**src/design/cl_consts.svh**
```systemverilog
// Register offsets, field positions, reset values and timing figures of the loader status block.
// Assumes inclusion by bare name from the package and the design module.
`ifndef CL_CONSTS_SVH
`define CL_CONSTS_SVH

// ---------------------------------------------------------------
// Byte offsets on the register bus
// ---------------------------------------------------------------
`define CL_OFF_ROM_ADDR 8'h00
`define CL_OFF_ROM_EV 8'h04
`define CL_OFF_TALLY 8'h08
`define CL_OFF_PUMP_LIM 8'h0c
`define CL_OFF_FUSE_EV 8'h10
`define CL_OFF_CTRL 8'h14

// ---------------------------------------------------------------
// Field positions
// ---------------------------------------------------------------
`define CL_ROM_NO_ACK 3
`define CL_ROM_EMPTY 2
`define CL_ROM_FAIL 1
`define CL_ROM_CRC 0
`define CL_FUSE_MANUAL 7
`define CL_FUSE_STATUS 6
`define CL_FUSE_PUMP 5
`define CL_FUSE_PROG_FAIL 3
`define CL_FUSE_EMPTY 2
`define CL_FUSE_FAIL 1
`define CL_FUSE_CRC 0
`define CL_FUSE_EV_MASK 8'hef
`define CL_CTRL_ALLOW 0
`define CL_CTRL_GATE 1
`define CL_CTRL_SRESET 2
`define CL_CTRL_GO 3
`define CL_CTRL_RETRY_LO 4
`define CL_CTRL_BUSY 8

// ---------------------------------------------------------------
// Reset values and timing
// ---------------------------------------------------------------
`define CL_RST_ROM_ADDR 7'h50
`define CL_RST_PUMP_LIM 14'h3d0
`define CL_RST_RETRY 4'h4
`define CL_TALLY_MAX 4'hf
`define CL_PUMP_UNIT_US 1024
`define CL_CLK_KHZ 40000

`endif

```
**src/design/cl_pkg.sv**
```systemverilog
// Types shared by the loader status block and its surroundings.
// Assumes cl_consts.svh is on the include path.
package cl_pkg;
  `include "cl_consts.svh"

  typedef enum logic [1:0] {
    CL_IDLE,
    CL_ISSUE,
    CL_WAIT
  } cl_seq_e;

  // Result of one load attempt, valid with load_done
  typedef struct packed {
    logic no_ack;
    logic crc;
    logic fail;
    logic empty;
  } cl_load_res_s;

  typedef struct packed {
    logic [6:0] dev_addr;
    logic [3:0] rom_ev;
    logic [3:0] tally;
    logic [13:0] pump_lim;
    logic [7:0] fuse_ev;
    logic allow;
    logic gate;
    logic sreset;
    logic [3:0] retry_lim;
    logic go;
    cl_seq_e st;
    logic [1:0] step;
    logic [3:0] tries;
    logic req;
    logic busy;
    logic [2:0] st_sync;
    logic [2:0] pump_sync;
    logic st_f;
    logic pump_f;
    logic [15:0] tick;
    logic [14:0] units;
    logic waitreq;
    logic [31:0] rdata;
  } cl_state_s;
endpackage : cl_pkg

```
**src/design/cl_loader_status.sv**
```systemverilog
// Loader status block: Avalon-MM register slave, load sequencer, event flags and pump monitor.
// Assumes a loader engine on sys_clk that answers each load_req with one load_done pulse,
// and fuse macro status and pump sense arriving asynchronously on pins.
`timescale 1ns/1ps
`include "cl_consts.svh"

// Notes on behaviour
// - EEPROM bus device address is a 7-bit field resetting to 0x50.
// - No acknowledge sets sticky flag bit 3, not the failure flag; write 1 clears.
// - With load allow off no EEPROM read happens, so no-ack never sets.
// - EEPROM load of empty configuration sets sticky bit 2; write 1 clears.
// - EEPROM load failure sets sticky bit 1, never for no response; write 1 clears.
// - EEPROM CRC errors set sticky bit 0; write 1 clears.
// - 4-bit CRC tally counts each EEPROM CRC error not coinciding with a tally write, saturating at 0xF.
// - Writing zero clears the tally; other values preset it.
// - Tally writes act only when loader is neither gated nor soft reset.
// - 14-bit pump limit in 1024 us units, resetting to 0x3D0.
// - Pump enabled longer than limit sets fuse flag bit 5.
// - Write 1 clears pump flag only after pump sense has deasserted.
// - Bit 6 latches high fuse status; clear re-sets while status stays high.
// - Completion of a manual fuse request sets sticky bit 7; write 1 clears.
// - Program-assist failure sets sticky bit 3; write 1 clears.
// - Fuse load of empty configuration sets sticky bit 2; write 1 clears.
// - Fuse load failure sets sticky bit 1; write 1 clears.
// - Fuse load CRC errors set sticky bit 0; write 1 clears.
// - EEPROM loads with no ack or CRC error are attempted up to the retry limit in total, once for a limit of zero, before failure is flagged.
// - Load order: fuse common, EEPROM common, fuse user, EEPROM user.
module cl_loader_status #(
  parameter int PUMP_UNIT_CYCLES = `CL_PUMP_UNIT_US * `CL_CLK_KHZ / 1000
) (
  // Clock and reset
  input wire logic sys_clk,
  input wire logic rst_n,
  // Avalon-MM slave
  input wire logic [7:0] avs_address,
  input wire logic avs_read,
  input wire logic avs_write,
  input wire logic [31:0] avs_writedata,
  input wire logic [3:0] avs_byteenable,
  output logic [31:0] avs_readdata,
  output logic avs_waitrequest,
  // Loader engine link
  output logic load_req,
  output logic [1:0] load_section,
  output logic [6:0] rom_dev_addr,
  output logic loader_busy,
  output logic loader_gate,
  output logic loader_soft_reset,
  input wire logic load_done,
  input wire cl_pkg::cl_load_res_s load_result,
  // Fuse macro events
  input wire logic manual_done,
  input wire logic prog_help_fail,
  input wire logic fuse_status_pin,
  input wire logic pump_sense_pin
);
  import cl_pkg::*;

  localparam logic [15:0] UNIT_LAST = 16'(PUMP_UNIT_CYCLES - 1);

  cl_state_s q;
  cl_state_s d;

  // ---------------------------------------------------------------
  // Helpers
  // ---------------------------------------------------------------
  function automatic logic [31:0] lane_mask(input logic [3:0] be);
    lane_mask = {{8{be[3]}}, {8{be[2]}}, {8{be[1]}}, {8{be[0]}}};
  endfunction : lane_mask

  function automatic logic [31:0] merge(input logic [31:0] old, input logic [31:0] wd,
                                        input logic [3:0] be);
    merge = (old & ~lane_mask(be)) | (wd & lane_mask(be));
  endfunction : merge

  function automatic logic is_rom_step(input logic [1:0] step);
    is_rom_step = step[0];
  endfunction : is_rom_step

  // The two low address bits never select a register
  function automatic logic [7:0] reg_index(input logic [7:0] addr);
    reg_index = addr & 8'hfc;
  endfunction : reg_index

  // Go is a strobe, so it always reads back as zero
  function automatic logic [31:0] ctrl_word(input cl_state_s s);
    ctrl_word = {23'h0, s.busy, s.retry_lim, 1'b0, s.sreset, s.gate, s.allow};
  endfunction : ctrl_word

  // Reserved and unmapped bits always read as zero
  function automatic logic [31:0] read_word(input cl_state_s s, input logic [7:0] addr);
    case (reg_index(addr))
      `CL_OFF_ROM_ADDR: begin
        read_word = {25'h0, s.dev_addr};
      end
      `CL_OFF_ROM_EV: begin
        read_word = {28'h0, s.rom_ev};
      end
      `CL_OFF_TALLY: begin
        read_word = {28'h0, s.tally};
      end
      `CL_OFF_PUMP_LIM: begin
        read_word = {18'h0, s.pump_lim};
      end
      `CL_OFF_FUSE_EV: begin
        read_word = {24'h0, s.fuse_ev & `CL_FUSE_EV_MASK};
      end
      `CL_OFF_CTRL: begin
        read_word = ctrl_word(s);
      end
      default: begin
        read_word = 32'h0;
      end
    endcase
  endfunction : read_word

  // ---------------------------------------------------------------
  // Next state
  // ---------------------------------------------------------------
  always_comb begin : next_state
    logic wr_hit;
    logic [31:0] wm;
    logic [31:0] cur;
    logic [3:0] rom_set;
    logic [3:0] rom_clr;
    logic [7:0] fuse_set;
    logic [7:0] fuse_clr;
    logic tally_inc;
    logic tally_wr;
    logic [3:0] tally_wv;
    logic [3:0] lim_eff;
    logic advance;
    wr_hit = 1'b0;
    wm = 32'h0;
    cur = 32'h0;
    rom_set = 4'h0;
    rom_clr = 4'h0;
    fuse_set = 8'h0;
    fuse_clr = 8'h0;
    tally_inc = 1'b0;
    tally_wr = 1'b0;
    tally_wv = 4'h0;
    advance = 1'b0;
    lim_eff = (q.retry_lim == 4'h0) ? 4'h1 : q.retry_lim;
    d = q;
    d.req = 1'b0;

    // Pin inputs: first stage feeds only the second
    d.st_sync = {q.st_sync[1:0], fuse_status_pin};
    d.pump_sync = {q.pump_sync[1:0], pump_sense_pin};
    if (q.st_sync[1] == q.st_sync[2]) begin
      d.st_f = q.st_sync[2];
    end
    if (q.pump_sync[1] == q.pump_sync[2]) begin
      d.pump_f = q.pump_sync[2];
    end

    // -------------------------------------------------------------
    // Register bus: waitrequest drops one cycle, commit at that edge
    // -------------------------------------------------------------
    d.waitreq = 1'b1;
    if ((avs_read || avs_write) && q.waitreq) begin
      d.waitreq = 1'b0;
      d.rdata = read_word(q, avs_address);
    end
    wr_hit = avs_write && !q.waitreq;
    wm = avs_writedata & lane_mask(avs_byteenable);
    if (wr_hit) begin
      case (reg_index(avs_address))
        `CL_OFF_ROM_ADDR: begin
          cur = merge({25'h0, q.dev_addr}, avs_writedata, avs_byteenable);
          d.dev_addr = cur[6:0];
        end
        `CL_OFF_ROM_EV: rom_clr = wm[3:0];
        `CL_OFF_TALLY: begin
          tally_wr = avs_byteenable[0] && !q.gate && !q.sreset;
          tally_wv = avs_writedata[3:0];
        end
        `CL_OFF_PUMP_LIM: begin
          cur = merge({18'h0, q.pump_lim}, avs_writedata, avs_byteenable);
          d.pump_lim = cur[13:0];
        end
        `CL_OFF_FUSE_EV: begin
          fuse_clr = wm[7:0] & `CL_FUSE_EV_MASK;
          fuse_clr[`CL_FUSE_PUMP] = wm[`CL_FUSE_PUMP] && !q.pump_f;
        end
        `CL_OFF_CTRL: begin
          cur = merge(ctrl_word(q), avs_writedata, avs_byteenable);
          d.allow = cur[`CL_CTRL_ALLOW];
          d.gate = cur[`CL_CTRL_GATE];
          d.sreset = cur[`CL_CTRL_SRESET];
          d.retry_lim = cur[`CL_CTRL_RETRY_LO +: 4];
          if (wm[`CL_CTRL_GO]) begin
            d.go = 1'b1;
          end
        end
        default: ;
      endcase
    end

    // -------------------------------------------------------------
    // Load sequencer
    // -------------------------------------------------------------
    // Gating freezes the sequence; soft reset abandons it without losing flags
    if (q.sreset) begin
      d.st = CL_IDLE;
      d.go = 1'b0;
    end else if (!q.gate) begin
      case (q.st)
        CL_IDLE: begin
          if (q.go) begin
            d.go = 1'b0;
            d.step = 2'd0;
            d.tries = 4'h0;
            d.st = CL_ISSUE;
          end
        end
        CL_ISSUE: begin
          if (is_rom_step(q.step) && !q.allow) begin
            advance = 1'b1;
          end else begin
            d.req = 1'b1;
            d.st = CL_WAIT;
          end
        end
        CL_WAIT: begin
          if (load_done) begin
            if (is_rom_step(q.step)) begin
              rom_set[`CL_ROM_CRC] = load_result.crc;
              rom_set[`CL_ROM_EMPTY] = load_result.empty;
              tally_inc = load_result.crc;
              if ((load_result.no_ack || load_result.crc) && (q.tries + 4'h1 < lim_eff)) begin
                d.tries = q.tries + 4'h1;
                d.st = CL_ISSUE;
              end else begin
                rom_set[`CL_ROM_NO_ACK] = load_result.no_ack;
                rom_set[`CL_ROM_FAIL] = !load_result.no_ack &&
                                        (load_result.crc || load_result.fail);
                advance = 1'b1;
              end
            end else begin
              fuse_set[`CL_FUSE_CRC] = load_result.crc;
              fuse_set[`CL_FUSE_EMPTY] = load_result.empty;
              fuse_set[`CL_FUSE_FAIL] = load_result.fail;
              advance = 1'b1;
            end
          end
        end
        default: d.st = CL_IDLE;
      endcase
    end
    if (advance) begin
      d.tries = 4'h0;
      if (q.step == 2'd3) begin
        d.st = CL_IDLE;
      end else begin
        d.step = q.step + 2'd1;
        d.st = CL_ISSUE;
      end
    end
    d.busy = (d.st != CL_IDLE);

    // -------------------------------------------------------------
    // Pump monitor: counts whole units while the pump stays on
    // -------------------------------------------------------------
    if (!q.pump_f) begin
      d.tick = 16'h0;
      d.units = 15'h0;
    end else if (q.tick >= UNIT_LAST) begin
      d.tick = 16'h0;
      if (q.units != 15'h7fff) begin
        d.units = q.units + 15'h1;
      end
    end else begin
      d.tick = q.tick + 16'h1;
    end
    fuse_set[`CL_FUSE_PUMP] = q.pump_f && (q.units > {1'b0, q.pump_lim});
    fuse_set[`CL_FUSE_STATUS] = q.st_f;
    fuse_set[`CL_FUSE_MANUAL] = manual_done;
    fuse_set[`CL_FUSE_PROG_FAIL] = prog_help_fail;

    // Set wins over a clear arriving in the same cycle
    d.rom_ev = (q.rom_ev & ~rom_clr) | rom_set;
    d.fuse_ev = ((q.fuse_ev & ~fuse_clr) | fuse_set) & `CL_FUSE_EV_MASK;
    if (tally_wr) begin
      d.tally = tally_wv;
    end else if (tally_inc && q.tally != `CL_TALLY_MAX) begin
      d.tally = q.tally + 4'h1;
    end

    if (!rst_n) begin
      d = '0;
      d.dev_addr = `CL_RST_ROM_ADDR;
      d.pump_lim = `CL_RST_PUMP_LIM;
      d.retry_lim = `CL_RST_RETRY;
      d.go = 1'b1;
      d.st = CL_IDLE;
      d.waitreq = 1'b1;
    end
  end : next_state

  always_ff @(posedge sys_clk) begin
    q <= d;
  end

  // ---------------------------------------------------------------
  // Outputs, all straight from state
  // ---------------------------------------------------------------
  assign avs_readdata = q.rdata;
  assign avs_waitrequest = q.waitreq;
  assign load_req = q.req;
  assign load_section = q.step;
  assign rom_dev_addr = q.dev_addr;
  assign loader_busy = q.busy;
  assign loader_gate = q.gate;
  assign loader_soft_reset = q.sreset;
endmodule : cl_loader_status

```
**config.mk**
```make
export PLATFORM = sky130hd
export DESIGN_NAME = cl_loader_status
export DESIGN_NICKNAME = d
export VERILOG_FILES = /design/src/design/cl_pkg.sv /design/src/design/cl_loader_status.sv
export VERILOG_INCLUDE_DIRS = /design/src /design/src/design
export SDC_FILE = /design/constraint.sdc
export NUM_CORES = 1
export LEC_CHECK = 0
export BUFFER_PORTS_ARGS = -buffer_cell sky130_fd_sc_hd__buf_4
export CORE_MARGIN = 2
export CORE_UTILIZATION = 40
export DETAILED_ROUTE_END_ITERATION = 16
export PLACE_DENSITY_LB_ADDON = 0.12
export SETUP_SLACK_MARGIN = 0.4
export SLEW_MARGIN = 20
export SYNTH_ARGS = -nofsm -noshare
export SYNTH_HDL_FRONTEND = slang
export SYNTH_SLANG_ARGS = --single-unit
```
**constraint.sdc**
```tcl
create_clock -name sys_clk -period 4.67 [get_ports sys_clk]
set_input_delay 1.401 -clock sys_clk [delete_from_list [all_inputs] [get_ports sys_clk]]
set_output_delay 1.401 -clock sys_clk [all_outputs]
set_load 0.01 [all_outputs]
```
# --- Word level (Yosys, flattened, before mapping) ---
# Index checks and enable logic that the tools add are counted.
op_classes:
  muxes: 60
  n_addsub: 5
  eq_ne: 16
  order_cmp: 3
  reduce_logical: 34
  n_bitwise: 19
ops:
  columns: ["op", "n"]
  rows:
  - ["case mux 14 bit (6 select lines)", 1]
  - ["2-to-1 mux 4 bit", 15]
  - ["2-to-1 mux 33 bit", 1]
  - ["bitwise AND 14 bit", 2]
  - ["2-to-1 mux 8 bit", 3]
  - ["2-to-1 mux 1 bit", 22]
  - ["2-to-1 mux 3 bit", 6]
  - ["adder 16 x 1 -> 16 bit, second input constant", 1]
  - ["bitwise AND 8 bit", 2]
  - ["greater-or-equal comparator 16 bit, second input constant", 1]
  - ["OR 8 bit", 2]
  - ["adder 15 x 1 -> 15 bit, second input constant", 1]
  - ["> comparator 15 x 14 -> 1 bit", 1]
  - ["inequality test 15 bit, second input constant", 1]
  - ["NOT 14 bit", 1]
  - ["OR 14 bit", 1]
  - ["equality test 6 x 2 -> 1 bit, second input constant", 2]
  - ["equality test 6 x 3 -> 1 bit, second input constant", 2]
  - ["2-to-1 mux 2 bit", 6]
  - ["logical AND 1 bit", 10]
  - ["2-to-1 mux 10 bit", 1]
  - ["AND reduction 2 bit", 5]
  - ["2-to-1 mux 9 bit", 1]
  - ["adder 4 x 1 -> 4 bit, second input constant", 2]
  - ["other kinds (29)", 47]
totals:
  in_bits: 57
  ff_bits: 127

# --- Depth between registers and ports, before layout ---
# Gate-level depths: netlist of the first run.
depth:
  ltp_word: 13
  depth_mapped: 9

# --- Worst setup path after synthesis of the first run ---
# No wires, ideal clock.
synth_path:
  path_kind: "input to register"
  start: "input avs_address[7]"
  end: "register (tool-made name)"
  required_ns: 4.540
  arrival_ns: 2.798
  path_stages: 6
  slack_ns: 1.742
  cell_sequence: "or4_1 -> nor3_1 -> and2_1 -> buf_4 -> mux2i_1 -> nand2_1"
synth_lines:
  columns: ["item", "line_no", "rtl"]
  rows:
  - ["start, declared", "cl_loader_status.sv:35", "input wire logic [7:0] avs_address,"]

==> results of run 1 <==
## cells by family (layout without fill, tap and decap cells)
group | count (synthesis) | in the layout | synth area share [%]
and+or+nand+nor | 257 | 257 | 22.5
AOI/OAI and AO/OA | 124 | 124 | 15.1
DFF | 108 | 108 | 38.5
buffers and inverters | 97 | 107 | 9.41
xor gates and xnor gates | 27 | 27 | 4.22
adders and majority gates | 26 | 26 | 5.80
muxes | 24 | 24 | 4.39
other | 1 | 18 | 0.0668
## cells in the final DEF (no fill, tap or decap), types with 6 or more instances in the layout
cell and n:
sky130_fd_sc_hd__a21oi_1 35, sky130_fd_sc_hd__and2_1 11, sky130_fd_sc_hd__and3_1 9, sky130_fd_sc_hd__and4_1 6
sky130_fd_sc_hd__buf_4 65, sky130_fd_sc_hd__clkbuf_16 9, sky130_fd_sc_hd__conb_1 18, sky130_fd_sc_hd__dfxtp_1 108
sky130_fd_sc_hd__ha_1 26, sky130_fd_sc_hd__inv_1 27, sky130_fd_sc_hd__mux2i_1 19, sky130_fd_sc_hd__nand2_1 60
sky130_fd_sc_hd__nand2b_1 7, sky130_fd_sc_hd__nand3_1 37, sky130_fd_sc_hd__nand4_1 16, sky130_fd_sc_hd__nor2_1 78
sky130_fd_sc_hd__nor2b_1 6, sky130_fd_sc_hd__nor3_1 7, sky130_fd_sc_hd__o211ai_1 6, sky130_fd_sc_hd__o21a_1 7
sky130_fd_sc_hd__o21ai_0 23, sky130_fd_sc_hd__xnor2_1 6, sky130_fd_sc_hd__xor2_1 21
## where the power goes
part / switching, mW / internal [mW] / total, mW
Sequential: 0.0196 / 0.948 / 0.967
Clock: 0.328 / 0.368 / 0.696
Combinational: 0.162 / 0.108 / 0.270
## cells in the mapped netlist (2+ instances only)
cell	count	area, µm²
sky130_fd_sc_hd__nand3_1	37	185
sky130_fd_sc_hd__a2111o_1	2	22.5
sky130_fd_sc_hd__o311a_1	2	20.0
sky130_fd_sc_hd__and2_1	11	68.8
sky130_fd_sc_hd__o211ai_1	6	45.0
sky130_fd_sc_hd__buf_4	42	315
sky130_fd_sc_hd__clkbuf_1	22	82.6
sky130_fd_sc_hd__o21ai_1	2	10.0
sky130_fd_sc_hd__o21ai_0	23	115
sky130_fd_sc_hd__and4_1	6	52.6
sky130_fd_sc_hd__a221oi_1	5	43.8
sky130_fd_sc_hd__xor2_1	21	184
sky130_fd_sc_hd__and3_1	9	56.3
sky130_fd_sc_hd__nor3_1	7	35.0
sky130_fd_sc_hd__nor2_1	78	293
sky130_fd_sc_hd__nand4_1	16	100
sky130_fd_sc_hd__nand2_1	60	225
sky130_fd_sc_hd__a22oi_1	5	37.5
sky130_fd_sc_hd__o21bai_1	2	15.0
sky130_fd_sc_hd__mux2i_1	19	190
sky130_fd_sc_hd__a32o_1	4	40.0
sky130_fd_sc_hd__nand2b_1	7	43.8
sky130_fd_sc_hd__a31oi_1	5	31.3
sky130_fd_sc_hd__a21oi_1	35	175
sky130_fd_sc_hd__inv_1	27	101
sky130_fd_sc_hd__dfxtp_1	108	2160
sky130_fd_sc_hd__nor2b_1	6	37.5
sky130_fd_sc_hd__a211oi_1	5	37.5
sky130_fd_sc_hd__ha_1	26	325
sky130_fd_sc_hd__a222oi_1	3	30.0
sky130_fd_sc_hd__xnor2_1	6	52.6
sky130_fd_sc_hd__o21a_1	7	52.6
sky130_fd_sc_hd__nor4_1	4	25.0
sky130_fd_sc_hd__buf_2	5	25.0
sky130_fd_sc_hd__or2_2	3	18.8
sky130_fd_sc_hd__or3_1	5	31.3
sky130_fd_sc_hd__mux2_2	5	56.3
sky130_fd_sc_hd__a21boi_0	4	30.0
## worst paths after layout
| kind | end | cells past startpoint | startpoint |
|---|---|---|---|
| worst min-delay path | q[67] | 1 | q[66] |
| worst min register to register | q[67] | 1 | q[66] |
| worst max register to register | loader_busy | 9 | q[74] |
| worst max-delay path | register | 6 | avs_address[7] |
## layout make-up
| type | count | area share (%) |
|---|---|---|
| Clock inverter | 3 | 0.241 |
| Timing Repair Buffer | 65 | 7.84 |
| Clock buffer | 11 | 3.90 |
| Multi-Input combinational cell | 476 | 48.0 |
| Inverter | 28 | 1.69 |
| Sequential cell | 108 | 34.7 |
| Tap cell | 180 | 3.62 |
## critical path: stages
cell and delay [ns]:
sky130_fd_sc_hd__buf_4 0.14, sky130_fd_sc_hd__or4_1 0.59, sky130_fd_sc_hd__nor3_1 0.43, sky130_fd_sc_hd__and2_1 0.56, sky130_fd_sc_hd__mux2i_1 0.26, sky130_fd_sc_hd__nand2_1 0.06
## metal layers
metal  vias to the layer above  share of wire [%]
met4                         0                1.8
met5                         -                  0
li1                       2324                  -
met1                      2234                 51
met3                        17                4.9
met2                       119                 43
## per-stage QoR
| stage | hold slack (ns) | worst slack, ns | utilization [%] | std cells | area (µm²) |
|---|---|---|---|---|---|
| 3_3_place_gp | 0.419 | 1.13 | 43.3 | 857 | 5960 |
| 4_1_cts | 0.443 | 1.49 | 45.2 | 871 | 6220 |
| 6_report | 0.439 | 1.46 | 45.2 | 871 | 6220 |
| 2_1_floorplan | 0.412 | 1.74 | - | 681 | 5670 |
| 5_1_grt | 0.469 | 1.32 | 45.2 | 871 | 6220 |
| 3_5_place_dp | 0.427 | 1.11 | 43.3 | 857 | 5960 |
==> results.md, run 1 <==
Logic synthesis
- count of state elements after synthesis: 108
- post-synthesis sequential area ratio: 38.5%
- Post-Syn Area: 5610 µm²
- share of async-settable or async-resettable flops after synthesis: 0%
- distinct cell type count of the synthesized netlist: 62
- Synth Instances: 664
- Yosys warning count: 0
- synthesized area per cell: 8.45 µm²
- EDFF count, synth: 0
- main flop type after synthesis: sky130_fd_sc_hd__dfxtp_1

Clock tree
- Post-CTS Hold Fix Bufs: 0
- cell at the root of the clock tree: sky130_fd_sc_hd__clkbuf_16
- TritonCTS clock tree: yes
- number of levels the H-tree was split into: 3
- post-CTS setup buffers: 0
- insertion delay of the later-clocked pin in the worst-skew pair: 0.35 ns
- clock buffers created by TritonCTS: 9
- clock transition at the registers of the reported paths: 0.07 ns
- Num Clock Sinks: 108
- number of gates given a new drive strength after cts: 0
- clock buffer depth: 2

Setup path
- reg-to-reg slack, setup: 2.05 ns
- worst-path maximum fanout: 7
- Worst Path Class, Setup: input pin to register
- endpoint arrival time on the critical path: 3.44 ns
- critical path launch point type: input pin
- CP endpoint kind: register
- required time reported for the critical path endpoint: 4.90 ns

Die
- count of pins on the block boundary: 103
- placeable core region: 13800 µm²
- DIE HEIGHT: 122 µm
- initial cell density of the core: 40.7%
- die span in x: 122 µm
- standard-cell rows: 43
- area of the die: 15000 µm²

Layout
- FF/Latch Area: 2160 µm²
- area used by multi-input combinational logic: 2980 µm²
- number of inserted diodes: 0
- synth-to-layout area growth: 10.9%
- number of nets in the final layout: 771
- share of post-route cells with drive strength above 1: 13.6%
- count of fill cells added during filler insertion: 1397

Timing
- setup repair after global routing missed its margin: no
- timing-limited maximum frequency: 0.312 GHz
- Layout Skew: 0.00588 ns
- final worst path period need: 3.21 ns
- Max-Slew Margin vs Limit: 35.9%
- Setup Total Neg Slack: 0 ns
- Hold Fails Final Rpt: 0
- total of endpoints with negative setup slack in the final report: 0
- Final period util: 68.6%
- transition at the pin with the smallest max-transition slack: 0.955 ns
- Max Slew Vio Count: 0

Route
- post-route antenna net violation count: 0
- Vias: 4694
- via density per instance: 5.39
- Pre-antenna DRT Iters: 5
- wirelength, routed: 13800 µm
- DRT iter0 DRCs: 310
- number of remaining DRC errors: 0
- per-cell routed wire length: 15.8 µm

GRT
- initial antenna violation count: 0
- routing layer with the top usage in global route: met2
- total congestion overflow: 0
- met3 Track Usage GR: 3.16%
- number of global-route vias before repair: 4355
- met2 Track Usage GR: 28.5%
- Total GRT Usage: 19.1%
- first-pass GRT wire length: 22200 µm
- pin count of the biggest net entering global routing: 42
- GRT met1 Usage: 27.4%

Placement
- post-detail-place hpwl: 10200 µm
- Routability Congestion: 0.827
- number of input and output port buffers inserted: 62

Flow run
- maximum capacitance violations: 0

Pwr
- Power Dens Cells: 311 nW/µm²
- Power Total: 1.93 mW
- leakage power figure: 2.37 nW
- Max rail drop VDD: 0.161 mV

Worst hold path
- type of the worst min-delay path: register to register

Status
- run status: finished, final reports clean

Note: power is estimated with default switching activity, not from simulation.
==> run 2, diff against run 1 <==
clock period = 3.2 ns   (was 4.67 ns; I/O delays follow)
==> run 2 against run 1 <==
  * Non-clock buffer count grew 8
  * Largest cell class unchanged
  * Utilization rose by 0.39 points
  * Routed wire length about the same
  * Final area grew 0.86%
  * First-iteration DRC count rose by 6.8%
==> results.md, run 2 (same netlist as run 1, synthesis figures left out) <==
Status
- run status: finished, final reports clean

Setup path
- Worst Path Class, Setup: register to register
- CP endpoint kind: register
- CP bufs+invs: 0
- Most common cell on crit path: sky130_fd_sc_hd__ha_1
- ordered cell list for the critical path: ha_1, xor2_1, ha_1, or2_2, a2111o_1, a31oi_1, o21a_2, o21bai_1, a32o_1
- family with the most delay on the worst path: compound AO/OA/AOI/OAI gates
- required time reported for the critical path endpoint: 3.42 ns
- critical path launch point type: register
- worst-path maximum fanout: 5
- Max stage delay on crit path: 0.41 ns
- endpoint arrival time on the critical path: 2.85 ns
- Slowest cell on crit path: sky130_fd_sc_hd__a2111o_1

Route
- per-cell routed wire length: 15.7 µm
- DRT iter0 DRCs: 331
- Pre-antenna DRT Iters: 5
- wirelength, routed: 13800 µm
- via density per instance: 5.29
- number of remaining DRC errors: 0
- post-route antenna net violation count: 0
- Vias: 4653

Layout
- finished layout cell area: 6280 µm²
- number of nets in the final layout: 779
- number of inserted diodes: 0
- most used cells in the layout excluding fill and tap cells: sky130_fd_sc_hd__dfxtp_1, sky130_fd_sc_hd__nor2_1, sky130_fd_sc_hd__buf_4
- area used by multi-input combinational logic: 2980 µm²
- leading cell type in the layout, fill and taps excluded: sky130_fd_sc_hd__dfxtp_1
- share of post-route cells with drive strength above 1: 14.4%
- FF/Latch Area: 2160 µm²
- synth-to-layout area growth: 11.9%
- count of fill cells added during filler insertion: 1421

Clock tree
- clock transition at the registers of the reported paths: 0.07 ns
- Post-CTS Hold Fix Bufs: 0
- cell at the root of the clock tree: sky130_fd_sc_hd__clkbuf_16
- insertion delay of the later-clocked pin in the worst-skew pair: 0.35 ns
- clock buffer depth: 2
- number of gates given a new drive strength after cts: 0
- Num Clock Sinks: 108
- clock buffers created by TritonCTS: 9
- post-CTS setup buffers: 0
- TritonCTS clock tree: yes
- number of levels the H-tree was split into: 3

Die
- initial cell density of the core: 40.7%
- die span in x: 122 µm
- placeable core region: 13800 µm²
- area of the die: 15000 µm²
- DIE HEIGHT: 122 µm
- count of pins on the block boundary: 103
- standard-cell rows: 43

Placement
- post-detail-place hpwl: 10300 µm
- Routability Congestion: 0.884
- Cell Area, Placed: 6020 µm²
- Place WS: 0.343 ns
- number of input and output port buffers inserted: 62

Timing
- Setup Total Neg Slack: 0 ns
- total of endpoints with negative setup slack in the final report: 0
- final worst path period need: 2.64 ns
- Max-Slew Margin vs Limit: 50.8%
- timing-limited maximum frequency: 0.379 GHz
- transition at the pin with the smallest max-transition slack: 0.739 ns
- Hold Fails Final Rpt: 0
- final critical-path setup slack: 0.564 ns
- Final period util: 82.4%
- Max Slew Vio Count: 0
- setup repair after global routing missed its margin: no
- Layout Skew: 0.00559 ns

GRT
- initial antenna violation count: 0
- total congestion overflow: 0
- Total GRT Usage: 19.3%
- pin count of the biggest net entering global routing: 34
- first-pass GRT wire length: 22600 µm
- number of global-route vias before repair: 4454

Pwr
- Power Dens Cells: 448 nW/µm²
- Max rail drop VDD: 0.215 mV
- leakage power figure: 2.41 nW

Flow run
- maximum capacitance violations: 0

Worst hold path
- type of the worst min-delay path: register to register

==> run 2: cell types whose count changed in the layout (fill, tap and decap cells not counted) <==
cell,before,now
sky130_fd_sc_hd__clkbuf_1,1,3
sky130_fd_sc_hd__clkbuf_8,1,0
sky130_fd_sc_hd__buf_4,65,73
==> run 2: path summary, 6_finish.rpt <==
| check | from | end | slack, ns | cells past startpoint |
|---|---|---|---|---|
| max | q[74] | loader_busy | 0.56 | 9 |
| max reg2reg | q[74] | loader_busy | 0.56 | 9 |
| min reg2reg | q[66] | q[67] | 0.44 | 1 |
| min | q[66] | q[67] | 0.44 | 1 |
==> run 2: layout make-up <==
cell class / count / share of cell area, %
Multi-Input combinational cell: 476 / 47.5
Clock inverter: 3 / 0.239
Clock buffer: 12 / 3.77
Sequential cell: 108 / 34.4
Inverter: 28 / 1.67
Tap cell: 180 / 3.59
Timing Repair Buffer: 73 / 8.73
==> run 2: power breakdown <==
part | leakage [nW] | total [mW] | switching (mW) | internal, mW
logic | 1.41 | 0.402 | 0.243 | 0.159
registers | 0.875 | 1.41 | 0.0296 | 1.38
clock network | 0.126 | 1.00 | 0.478 | 0.521
==> run 2: layer usage <==
metal	share of wire, %	global-route usage, %	vias to the layer above	wire length (µm)
met5	0	0	-	0
met4	1.5	6.97	0	201
met3	5.2	2.88	19	713
met2	42	28.5	125	5850
met1	51	28.3	2164	7020
li1	-	-	2345	-
==> run 2: per-stage QoR <==
step                total power [mW]  hold slack, ns  instances  utilization, %
floorplan                       1.71           0.412        681               -
global placement                1.83           0.414        865            43.7
detailed placement              1.84           0.424        865            43.7
CTS                             2.84           0.441        880            45.6
global route                    2.95           0.444        880            45.6
finish                          2.81           0.435        880            45.6
==> run 3, diff against run 2 <==
clock period = 2.55 ns   (was 3.2 ns; I/O delays follow)
==> run 3 against run 2 <==
  * Hold slack gained 0.0055 ns
  * Critical path type unchanged
  * Highest routed layer unchanged
  * Sequential power increased by 26%
  * Clock power grew 30%
  * Die area is the same
  * Count of clock-buffer cells in the layout unchanged
==> results.md, run 3 (same netlist as run 1, synthesis figures left out) <==
Status
- run status: finished, final reports clean

Setup path
- ordered cell list for the critical path: ha_4, ha_1, a21boi_4, a2111o_1, a31oi_1, o21a_2, o21bai_1, a32o_2
- Worst Path Class, Setup: register to register
- startpoint of the most critical register-to-register path: q[75]
- endpoint arrival time on the critical path: 2.55 ns
- FF-to-FF path depth: 8
- reg-to-reg slack, setup: 0.23 ns
- Slowest cell on crit path: sky130_fd_sc_hd__a2111o_1
- CP endpoint kind: register
- worst-path maximum fanout: 3
- capturing point of the worst reg2reg path: loader_busy
- Max stage delay on crit path: 0.43 ns
- critical path launch point type: register
- required time reported for the critical path endpoint: 2.78 ns

Clock tree
- TritonCTS clock tree: yes
- Num Clock Sinks: 108
- clock buffers created by TritonCTS: 9
- cell at the root of the clock tree: sky130_fd_sc_hd__clkbuf_16
- number of levels the H-tree was split into: 3
- insertion delay of the later-clocked pin in the worst-skew pair: 0.35 ns
- clock transition at the registers of the reported paths: 0.07 ns
- clock buffer depth: 2
- Post-CTS Hold Fix Bufs: 0

GRT
- total congestion overflow: 0
- first-pass GRT wire length: 22700 µm
- pin count of the biggest net entering global routing: 34
- Total GRT Usage: 19.2%
- initial antenna violation count: 0
- number of global-route vias before repair: 4533

Timing
- total of endpoints with negative setup slack in the final report: 0
- Max Slew Vio Count: 0
- transition at the pin with the smallest max-transition slack: 0.568 ns
- Final period util: 90.9%
- Max-Slew Margin vs Limit: 61.8%
- Layout Skew: 0.00535 ns
- timing-limited maximum frequency: 0.431 GHz
- setup repair after global routing missed its margin: yes
- Setup Total Neg Slack: 0 ns
- Hold Fails Final Rpt: 0
- final worst path period need: 2.32 ns

Placement
- Routability Congestion: 0.806
- number of input and output port buffers inserted: 62
- post-detail-place hpwl: 10500 µm

Route
- Vias: 4742
- post-route antenna net violation count: 0
- DRT iter0 DRCs: 273
- per-cell routed wire length: 15.5 µm
- Pre-antenna DRT Iters: 4
- wirelength, routed: 14000 µm
- via density per instance: 5.27
- number of remaining DRC errors: 0

Layout
- leading cell type in the layout, fill and taps excluded: sky130_fd_sc_hd__dfxtp_1
- synth-to-layout area growth: 17.0%
- number of nets in the final layout: 798
- count of fill cells added during filler insertion: 1377
- most used cells in the layout excluding fill and tap cells: sky130_fd_sc_hd__dfxtp_1, sky130_fd_sc_hd__buf_4, sky130_fd_sc_hd__nor2_1
- number of inserted diodes: 0
- share of post-route cells with drive strength above 1: 19.7%

Die
- area of the die: 15000 µm²
- die span in x: 122 µm
- initial cell density of the core: 40.7%
- count of pins on the block boundary: 103
- DIE HEIGHT: 122 µm
- standard-cell rows: 43
- placeable core region: 13800 µm²

Worst hold path
- Worst Hold Endpoint: q[70]
- type of the worst min-delay path: register to register
- count of cells along the worst hold path: 1
- startpoint of the lowest-slack hold path: q[69]

Pwr
- Max rail drop VDD: 0.287 mV
- Power Dens Cells: 546 nW/µm²
- leakage power figure: 2.56 nW
- Power Total: 3.58 mW

Flow run
- maximum capacitance violations: 0

[run 3: per-stage QoR]
step           hold slack (ns)  instances  util, %  worst slack (ns)  instance area [µm²]
2_1_floorplan            0.412        681        -             0.362                 5760
3_3_place_gp             0.430        877     44.8             0.198                 6180
3_5_place_dp             0.427        877     44.8             0.149                 6180
4_1_cts                  0.444        896     47.1             0.277                 6490
5_1_grt                  0.455        900     47.6             0.180                 6560
6_report                 0.441        900     47.6             0.232                 6560
[run 3: layout make-up]
| cell class | instances | area, µm² | area share (%) |
|---|---|---|---|
| clock buffers | 12 | 246 | 3.76 |
| clock inverters | 4 | 25.0 | 0.381 |
| inverters | 28 | 105 | 1.60 |
| multi-input cells | 476 | 3090 | 47.1 |
| flip-flops and latches | 108 | 2170 | 33.1 |
| well taps | 180 | 225 | 3.43 |
| repair buffers | 92 | 694 | 10.6 |
[run 3: worst max path at each step]
stage | slack, ns | startpoint | endpoint
2_1_floorplan | 0.36 | avs_address[7] | q[114]
3_3_place_gp | 0.20 | avs_address[7] | q[114]
3_5_place_dp | 0.15 | avs_address[7] | register
4_1_cts | 0.28 | q[75] | loader_busy
5_1_grt | 0.18 | q[76] | loader_busy
6_report | 0.23 | q[75] | loader_busy
[run 3: metal layers]
metal  share of wire (%)  global-route usage, %  vias to the layer above  wire (µm)
met5                   0                      0                        -          0
met4                 1.5                   6.61                        0        216
met3                 6.4                   3.39                       18        901
met2                  44                   29.5                      124       6100
met1                  48                   27.2                     2217       6760
li1                    -                      -                     2383          -
[run 3: where the power goes]
group          switching [mW]  internal (mW)  total, mW
clock                   0.610          0.687       1.30
sequential             0.0341           1.73       1.77
combinational           0.304          0.214      0.519
total                   0.948           2.63       3.58
[run 3: critical path: cells and delay by family (launching register included)]
kind | cells | cell delay (ns)
compound gates | 6 | 1.29
fa+ha+maj | 2 | 0.54
flops | 1 | 0.36
[run 3: repair_timing]
item	CTS	global route
pin swaps	6	9
buffers inserted	3	4
endpoints found under the setup margin	9	10
gates resized for setup	7	9
